<file path="src/rtl/pss_map.svh">
// register map, field layout and constants of the password session block
`ifndef PSS_MAP_SVH
`define PSS_MAP_SVH
`define PSS_SEL_CFG      2'h0
`define PSS_SEL_FIRST_AREA_SESSION    2'h1
`define PSS_SEL_SECOND_AREA_SESSION    2'h2
`define PSS_SEL_PRIV     2'h3
`define PSS_SECRET_RESET 32'h0000_0000
`define PSS_LFSR_SEED    16'hace1
`define PSS_LFSR_TAPS    16'hb400
`define PSS_MEM_END      8'h4f
`define PSS_FAIL_LIMIT   4'h8
`endif

</file>
<file path="src/rtl/pss_pkg.sv">
// types of the password session block
package pss_pkg;
  typedef enum logic [2:0] {
    PSS_OP_PRESENT = 3'h0,
    PSS_OP_UPDATE  = 3'h1,
    PSS_OP_KILL    = 3'h2,
    PSS_OP_TOGGLE  = 3'h3,
    PSS_OP_RECOVER = 3'h4
  } pss_op_t;

  typedef enum logic [4:0] {
    PSS_SESS_NONE   = 5'b00001,
    PSS_SESS_CFG    = 5'b00010,
    PSS_SESS_FIRST_AREA_SESSION  = 5'b00100,
    PSS_SESS_SECOND_AREA_SESSION  = 5'b01000,
    PSS_SESS_PRIV   = 5'b10000
  } pss_sess_t;

  typedef struct packed {
    pss_op_t     op;
    logic [1:0]  secret_selector;
    logic [63:0] coded;
  } pss_req_t;

  typedef struct packed {
    logic done;
    logic ok;
  } pss_rsp_t;
endpackage

</file>
<file path="src/rtl/pss_sessions.sv">
// password security session manager with cover-coded password handling
// Notes on behaviour
// - read-only 16-bit challenge, refreshed on request
// - match opens session, mismatch closes it
// - session grants its area or config rights
// - four secrets by selector 0..3
// - dual area: area secrets are 32 bits
// - single area: 64-bit first_area_session, selector 2 fails
// - update only while same session is open
// - field loss or wrong value closes session
// - attempt on other selector closes current session
// - secret commands need challenge since boot
// - after wrong value, require fresh challenge
// - after success, no fresh challenge needed
// - masks replicate challenge across 32/64 bits
// - multi-byte fields travel lsb first
// - compare decoded field with selected secret
// - store decoded field into selected secret
// - config authorises kill, privacy authorises toggle
// - recovery rewrites secret after broken update
// - failed attempts limited by counter
// - last block below memory end means dual
// - first_area_session upper half aliases second_area_session secret
// - secrets unreadable, reset to zero
`include "pss_map.svh"
module pss_sessions
  import pss_pkg::*;
#(
  parameter logic [7:0] MEM_END    = `PSS_MEM_END,
  parameter logic [3:0] FAIL_LIMIT = `PSS_FAIL_LIMIT
) (
  input  wire logic       clk,
  input  wire logic       rst,
  input  wire logic       rf_boot,
  input  wire logic       challenge_request,
  output logic [15:0]     random_challenge,
  input  wire logic       req_valid,
  input  wire pss_req_t   req,
  output pss_rsp_t        rsp,
  input  wire logic [7:0] first_area_session_last_block,
  output logic            cfg_access,
  output logic            first_area_session_access,
  output logic            second_area_session_access,
  output logic            kill_grant,
  output logic            toggle_grant,
  output logic            single_area,
  output logic            attempts_locked
);
  logic [15:0] lfsr;
  logic [31:0] config_secret;
  logic [31:0] first_area_session_secret;
  logic [31:0] second_area_session_secret;
  logic [31:0] privacy_secret;
  logic        challenge_valid;
  logic        need_fresh;
  logic        recover_armed;
  logic [3:0]  fail_count;
  pss_sess_t   session;
  logic [63:0] challenge_mask_64;
  logic [31:0] challenge_mask_32;
  logic [63:0] clear_secret_64;
  logic [31:0] clear_secret_32;
  logic [63:0] selected;
  logic        is_compare;
  logic        sel_bad;
  logic        allowed;
  logic        match;
  pss_sess_t   target;
  pss_sess_t   next_session;
  pss_rsp_t    next_rsp;
  logic [31:0] secret_bank [4];
  logic [3:0]  bank_write;
  logic [3:0][31:0] bank_data;
  logic        wide_sel;
  logic        sel_void;
  logic        kill_sel_bad;
  logic        toggle_sel_bad;
  logic        attempt;
  logic        store;
  logic        next_kill;
  logic        next_toggle;
  genvar       gi;

  // free-running generator; the reader only sees the value latched on request
  always_ff @(posedge clk)
  begin
    if (rst)
      lfsr <= `PSS_LFSR_SEED;
    else
      lfsr <= {1'b0, lfsr[15:1]} ^ (lfsr[0] ? `PSS_LFSR_TAPS : 16'h0000);
  end

  always_ff @(posedge clk)
  begin
    if (rst)
      random_challenge <= 16'h0000;
    else if (challenge_request)
      random_challenge <= lfsr;
  end

  assign single_area       = (first_area_session_last_block >= MEM_END);
  assign challenge_mask_32 = {2{random_challenge}};
  assign challenge_mask_64 = {4{random_challenge}};
  // coded field arrives already assembled lsb first into bit 0 upward
  assign clear_secret_64   = req.coded ^ challenge_mask_64;
  assign clear_secret_32   = req.coded[31:0] ^ challenge_mask_32;

  always_comb
  begin
    selected = 64'h0;
    target   = PSS_SESS_NONE;
    unique case (req.secret_selector)
      `PSS_SEL_CFG:
      begin
        selected = {32'h0, config_secret};
        target   = PSS_SESS_CFG;
      end
      `PSS_SEL_FIRST_AREA_SESSION:
      begin
        selected = single_area ? {second_area_session_secret, first_area_session_secret} : {32'h0, first_area_session_secret};
        target   = PSS_SESS_FIRST_AREA_SESSION;
      end
      `PSS_SEL_SECOND_AREA_SESSION:
      begin
        selected = {32'h0, second_area_session_secret};
        target   = PSS_SESS_SECOND_AREA_SESSION;
      end
      `PSS_SEL_PRIV:
      begin
        selected = {32'h0, privacy_secret};
        target   = PSS_SESS_PRIV;
      end
    endcase
  end

  assign is_compare = (req.op != PSS_OP_UPDATE) && (req.op != PSS_OP_RECOVER);

  // one 64-bit compare path serves both widths; the upper half is zero when narrow
  assign wide_sel       = single_area && (req.secret_selector == `PSS_SEL_FIRST_AREA_SESSION);
  // second_area_session has no session of its own while first_area_session spans the whole memory
  assign sel_void       = single_area && (req.secret_selector == `PSS_SEL_SECOND_AREA_SESSION);
  // kill must name the config secret, toggle the privacy secret
  assign kill_sel_bad   = (req.op == PSS_OP_KILL) && (req.secret_selector != `PSS_SEL_CFG);
  assign toggle_sel_bad = (req.op == PSS_OP_TOGGLE) && (req.secret_selector != `PSS_SEL_PRIV);
  assign sel_bad        = sel_void || kill_sel_bad || toggle_sel_bad;
  assign match          = wide_sel ? (clear_secret_64 == selected)
                                   : ({32'h0, clear_secret_32} == selected);

  always_comb
  begin
    allowed = challenge_valid && !sel_bad && !attempts_locked;
    if (is_compare && need_fresh)
      allowed = 1'b0;
    if (req.op == PSS_OP_UPDATE && session != target)
      allowed = 1'b0;
    if (req.op == PSS_OP_RECOVER && !(recover_armed && session == target))
      allowed = 1'b0;
  end

  // an attempt is a compare that passed every gate; only present attempts are counted
  assign attempt = req_valid && is_compare && allowed;
  assign store   = req_valid && !is_compare && allowed;

  always_ff @(posedge clk)
  begin
    if (rst || rf_boot)
      challenge_valid <= 1'b0;
    else if (challenge_request)
      challenge_valid <= 1'b1;
  end

  // a served challenge wins over a failure in the same cycle
  always_ff @(posedge clk)
  begin
    if (rst || rf_boot)
      need_fresh <= 1'b0;
    else if (challenge_request)
      need_fresh <= 1'b0;
    else if (attempt)
      need_fresh <= !match;
  end

  // counter persists across boots so field cycling cannot reset the limit
  always_ff @(posedge clk)
  begin
    if (rst)
      fail_count <= 4'h0;
    else if (attempt && req.op == PSS_OP_PRESENT)
      fail_count <= match ? 4'h0 : fail_count + 4'h1;
  end
  assign attempts_locked = (fail_count >= FAIL_LIMIT);

  // any present closes the current session first, so a failed switch leaves none open
  always_comb
  begin
    next_session = session;
    if (req_valid && req.op == PSS_OP_PRESENT)
    begin
      if (allowed && match)
        next_session = target;
      else
        next_session = PSS_SESS_NONE;
    end
  end

  always_ff @(posedge clk)
  begin
    if (rst || rf_boot)
      session <= PSS_SESS_NONE;
    else
      session <= next_session;
  end

  // an update arms recovery until the next boot; a broken write can be redone
  always_ff @(posedge clk)
  begin
    if (rst || rf_boot)
      recover_armed <= 1'b0;
    else if (store && req.op == PSS_OP_UPDATE)
      recover_armed <= 1'b1;
  end

  // write strobes and data per secret; a wide first_area_session write also lands in second_area_session
  always_comb
  begin
    bank_write = 4'h0;
    bank_data  = {4{clear_secret_32}};
    if (store)
    begin
      unique case (req.secret_selector)
        `PSS_SEL_CFG:
          bank_write[0] = 1'b1;
        `PSS_SEL_FIRST_AREA_SESSION:
        begin
          bank_write[1] = 1'b1;
          if (wide_sel)
          begin
            bank_write[2] = 1'b1;
            bank_data[1]  = clear_secret_64[31:0];
            bank_data[2]  = clear_secret_64[63:32];
          end
        end
        `PSS_SEL_SECOND_AREA_SESSION:
          bank_write[2] = 1'b1;
        `PSS_SEL_PRIV:
          bank_write[3] = 1'b1;
      endcase
    end
  end

  // one storage word per secret; nothing here is ever routed to an output
  generate
    for (gi = 0; gi < 4; gi++)
    begin : g_secret
      always_ff @(posedge clk)
      begin
        if (rst)
          secret_bank[gi] <= `PSS_SECRET_RESET;
        else if (bank_write[gi])
          secret_bank[gi] <= bank_data[gi];
      end
    end
  endgenerate

  // the upper first_area_session half and second_area_session share one word, so a mode switch keeps the latest
  assign config_secret  = secret_bank[0];
  assign first_area_session_secret   = secret_bank[1];
  assign second_area_session_secret   = secret_bank[2];
  assign privacy_secret = secret_bank[3];

  always_comb
  begin
    next_rsp.done = req_valid;
    next_rsp.ok   = req_valid && allowed && (!is_compare || match);
  end

  always_ff @(posedge clk)
  begin
    if (rst)
      rsp <= '0;
    else
      rsp <= next_rsp;
  end

  assign next_kill   = req_valid && (req.op == PSS_OP_KILL) && allowed && match;
  assign next_toggle = req_valid && (req.op == PSS_OP_TOGGLE) && allowed && match;

  always_ff @(posedge clk)
  begin
    if (rst)
    begin
      kill_grant   <= 1'b0;
      toggle_grant <= 1'b0;
    end
    else
    begin
      kill_grant   <= next_kill;
      toggle_grant <= next_toggle;
    end
  end

  // privacy session grants only its own update, so it drives no access line

  assign cfg_access   = (session == PSS_SESS_CFG);
  assign first_area_session_access = (session == PSS_SESS_FIRST_AREA_SESSION);
  assign second_area_session_access = (session == PSS_SESS_SECOND_AREA_SESSION) && !single_area;
endmodule // pss_sessions
</file>
<file path="config.mk">
export PLATFORM = sky130hd
export DESIGN_NAME = pss_sessions
export DESIGN_NICKNAME = d
export VERILOG_FILES = /design/src/rtl/pss_pkg.sv /design/src/rtl/pss_sessions.sv
export VERILOG_INCLUDE_DIRS = /design/src /design/src/rtl
export SDC_FILE = /design/constraint.sdc
export NUM_CORES = 1
export LEC_CHECK = 0
export ABC_CLOCK_PERIOD_IN_PS = 6610
export BUFFER_PORTS_ARGS = -buffer_cell sky130_fd_sc_hd__buf_4
export CORE_ASPECT_RATIO = 1.25
export CORE_MARGIN = 8
export CORE_UTILIZATION = 45
export DETAILED_ROUTE_END_ITERATION = 16
export MAX_ROUTING_LAYER = met4
export PLACE_DENSITY = 0.7
export RECOVER_POWER = 50
export SLEW_MARGIN = 20
export SYNTH_ARGS = -nofsm -noshare
export SYNTH_HDL_FRONTEND = slang
export SYNTH_SLANG_ARGS = --single-unit
</file>
<file path="constraint.sdc">
create_clock -name clk -period 6.61 [get_ports clk]
set_input_delay 0.3305 -clock clk [delete_from_list [all_inputs] [get_ports clk]]
set_output_delay 0.3305 -clock clk [all_outputs]
set_load 0.01 [all_outputs]
</file>
# == Word level (Yosys, flattened, before mapping) ==
# Memory sizes are Yosys's and may differ from the RTL's.
# Index checks and enable logic that the tools add are counted.
# op_classes
add_sub_neg,1
multipliers,0
div,0
n_lt_le_gt_ge,2
n_eq_ne,17
n_shift,0
muxes,37
bitwise,7
n_reduce_logical,42
# ops
op,count
2-to-1 mux 64 bit,4
one-hot mux 64 bit (4 select lines),1
2-to-1 mux 32 bit,4
== test 32 x 64 -> 1 bit,1
== test 64 bit,1
XOR 64 bit,1
XOR 32 bit,1
logical AND 1 bit,28
2-to-1 mux 1 bit,22
one-hot mux 5 bit (4 select lines),1
2-to-1 mux 16 bit,1
XOR 15 x 16 -> 16 bit,1
greater-or-equal comparator 8 x 7 -> 1 bit (second input constant),1
2-to-1 mux 4 bit,2
== test 3 x 2 -> 1 bit (second input constant),2
logical NOT 1 bit,6
== test 5 x 2 -> 1 bit (second input constant),1
== test 5 x 3 -> 1 bit (second input constant),1
== test 5 x 4 -> 1 bit (second input constant),1
== test 5 bit,1
2-to-1 mux 5 bit,1
inequality test 5 bit,1
adder 4 x 1 -> 4 bit (second input constant),1
== test 2 bit (second input constant),2
other kinds (14),20
# word_totals
register_bits,48
latchBits,0
ramBits,128
rom_bits,0
inputBits,82
output_inout_bits,25
word_cells,118
n_memories,1
# memory_table
memory,words,word_bits,read_ports,rd_ports_with_merged_regs,write_ports,line,source
secret_bank,4,32,4,0,4,pss_sessions.sv:71,logic [31:0] secret_bank [4];

# == Depth between registers and ports, before layout ==
# depth
word_depth,16
depth_mapped,14
ltp_nobuf,10

# == Least setup slack after synthesis ==
# Ideal clock, no wire load.
# synth_path
path_kind,input to register
from,input port req[64] (netlist name)
to,memory secret_bank[2][0] (enable)
setup_ns,0.394
arrival_ns,2.347
required_ns,6.216
setup_slack_ns,3.869
path_stages,9
path_buffers,1
path_cell_list,inv_1 ha_1 buf_2 nor2b_1 a2111oi_0 nor4_1 o2111a_1 o211ai_1 nand2b_1
# synth_lines
item,line,source
"start, declared",pss_sessions.sv:38,"input wire pss_req_t req,"
"end, declared",pss_sessions.sv:71,

==> flow_summary_export.csv <==
group,metric,value,unit
status,status,"complete, but fails checks",
status,violations,"max-capacitance violations, max-slew violations",
clocking,clock_latency,440,ps
global_route,grt_max_degree,53,
worst_setup_path,worstPathRequired,6620,ps
worst_setup_path,cp_num_buf_inv,3,
yosys,ys_seq_area_frac,0.4889,
floorplan,core,21470,sq um
floorplan,io_pins,107,
sta,final.setup.tns,0,ps
yosys,yosys.area.top_type,"edfxtp_1",
detailed_routing,ant_nets,0,
global_route,grt_pass1_wl,41210,um
worst_setup_path,slowest_stage,"clkbuf_1",
global_route,grt-ovfl-total,0,
global_route,grt_pass1_vias,7214,
sta,hold_violations,0,
yosys,syn_avg_cell_area,10.71,sq um
clocking,clock_sinks,176,
min_path,min_path_type,"in -> reg",
worst_setup_path,start_kind,"primary input",
yosys,synth_common_cells,"nor2_1 (179), edfxtp_1 (128), xor2_1 (82)",
place,gp_congestion,0.8239,
floorplan,fp-row-count,60,
clocking,cts_resized,0,
sta,finClkSkew,8.891,ps
detailed_routing,vias,7235,
power,p_leak,4.323,nW
worst_setup_path,cpMostUsedCell,"clkbuf_1",
detailed_routing,routed_via_density,5.652,
layout,fillCellCount,1999,
detailed_routing,wl,26900,um
yosys,ys_ff_latch,176,
worst_setup_path,crit_chain,"clkbuf_1 -> inv_1 -> ha_1 -> nor2b_1 -> a2111oi_0 -> nor4_1 -> o2111a_1 -> o211ai_1 -> nand2b_1 -> clkbuf_1",
yosys,syn-cell-area,9828,sq um
floorplan,die_w,148.2,um
sta,finalCritPeriodShare,0.6981,
sta,max_slew_margin,-0.5262,
detailed_routing,drtIter0Drc,708,
clocking,cts_setup_buffers,0,
layout,stdcell_area,11180,sq um
place,dpl-instance-area,10730,sq um
layout,insertedDiodeCount,0,
sta,rsz0062_at_grt,"false",
detailed_routing,dr.pass1.iters,6,
worst_setup_path,crit_type,"in -> reg",
sta,tightest_slew,2289,ps
power,vdd_drop_max,0.2153,mV
global_route,track_usage,0.2045,
layout,utilization,0.5207,
detailed_routing,drc_errors,0,
yosys,synth_edf_count,128,
yosys,synthArstFlopShare,0,
clocking,clk_pin_slew,70,ps
yosys,synth_most_common_cell,"nor2_1",
floorplan,die_h,181.2,um
clocking,ctsHoldBuffers,0,
yosys,synthFlopType,"edfxtp_1",
global_route,grt_antenna_before_repair,0,
floorplan,design.die.area,26850,sq um
clocking,cts_tree,"done",
clocking,h-tree-depth,4,
detailed_routing,wire_per_inst,21.02,um
yosys,synth_top_area_frac,0.3911,
sta,slew_violations,216,
worst_setup_path,crit_fanout,32,
place,hpwl,17720,um
job,cap_violations,6,
worst_setup_path,critPathMaxStageDelay,1640,ps
clocking,cts_made_buffers,17,
clocking,clockBufferDepth,2,
yosys,synthDistinctLibCells,66,
power,pwr_density_cell,233.2,nW/um^2
sta,setup-violations-final,0,
layout,area_delta_synth_final,13.76,%
place,numPortBuffers,106,
floorplan,initial_utilization,0.4578,
yosys,synthTopCellsByArea,"edfxtp_1 (39%), dfxtp_1 (9.8%), mux2i_1 (7.6%)",
worst_setup_path,critPathTopFamily,"buffers and inverters",
yosys,ys_warn_count,0,
sta,fmax,216.7,MHz
worst_setup_path,arrival,4630,ps
sta,period_needed,4614,ps
worst_setup_path,cp-end-kind,"flip-flop",
yosys,synth_fp_nets,1009,
layout,final_nets,1079,
clocking,root_buffer,"clkbuf_16",
layout,drive_gt1_frac,0.1349,
yosys,synthCells,918,
## final cells by class
class	instances	area [sq um]	share of cell area
timing repair buffer	115	754.5	0.06748
tap	279	349.1	0.03122
inverter	39	146.4	0.01309
clock inverter	13	112.6	0.01007
multi-input combinational	639	4549	0.4069
clock buffer	19	464.2	0.04152
sequential	176	4805	0.4297
## cells by family after synthesis
group / share of synthesized area
and+or+nand+nor: 0.1431
DFF: 0.4889
xor gates and xnor gates: 0.1367
AOI/OAI and AO/OA: 0.09357
buffers and inverters: 0.04876
muxes: 0.07753
adders and majority gates: 0.01146
## power breakdown
| part | leakage, nW | switching, W | internal (W) |
|---|---|---|---|
| Clock | 0.285 | 0.000463 | 0.000527 |
| Sequential | 1.72 | 0.0000471 | 0.00122 |
| Combinational | 2.32 | 0.000198 | 0.000151 |
## worst paths after layout
path / startpoint / endpoint / slack, ps / cells past startpoint
hold / removal: req_valid / rsp[1] / 130 / 2
setup / recovery: req[64] / secret_bank[2][6] / 2000 / 10
hold reg to reg: lfsr[6] / lfsr[5] / 450 / 1
setup reg to reg: session[1] / secret_bank[2][6] / 2950 / 7
## placed cells by master (no fill, tap or decap), types with 11 or more instances in the layout
| cell | count |
|---|---|
| mux2i_1 | 75 |
| buf_4 | 86 |
| nor2b_1 | 14 |
| clkbuf_16 | 18 |
| xor2_1 | 82 |
| o21ai_0 | 12 |
| dfxtp_1 | 48 |
| edfxtp_1 | 128 |
| nand2_1 | 11 |
| xnor2_1 | 56 |
| nor2_1 | 179 |
| inv_1 | 39 |
| a222oi_1 | 31 |
| clkbuf_1 | 29 |
| nand3_1 | 16 |
## metal layers
metal	global-route usage	share of wire	wire (um)	up-vias
met5	-	0	0	-
met4	0.08994	0.037	982	0
met3	0.03200	0.054	1453	44
met2	0.3497	0.51	13750	237
met1	0.2321	0.40	10720	3546
li1	-	-	-	3408
## flip-flops by register name, indices dropped and copies added, names as in the netlist
signal and count:
toggle_grant 1, session 5, lfsr 16, kill_grant 1, rsp 2, challenge_valid 1, secret_bank 128, fail_count 4
random_challenge 16, recover_armed 1, need_fresh 1
## metrics by stage
| stage | setup slack (ps) | power [W] | cells | hold slack (ps) |
|---|---|---|---|---|
| final | 1996 | 0.002607 | 1280 | 133.8 |
| after global routing | 1559 | 0.002696 | 1280 | 147.1 |
| after CTS | 3134 | 0.002627 | 1280 | 129.8 |
| after detailed placement | 2671 | 0.001646 | 1248 | 430.9 |
| after global placement | 2784 | 0.001639 | 1248 | 432.9 |
| after floorplan | 3869 | 0.001509 | 918 | 416.8 |
## worst register-to-register path, stage by stage, from the launching register on
cell and delay, ps:
dfxtp_1 420, xnor2_1 140, nand3_1 120, nor4_1 380, o2111a_1 320, o211ai_1 110
nand2b_1 90, clkbuf_1 1640
(Power assumes the default switching activity.)
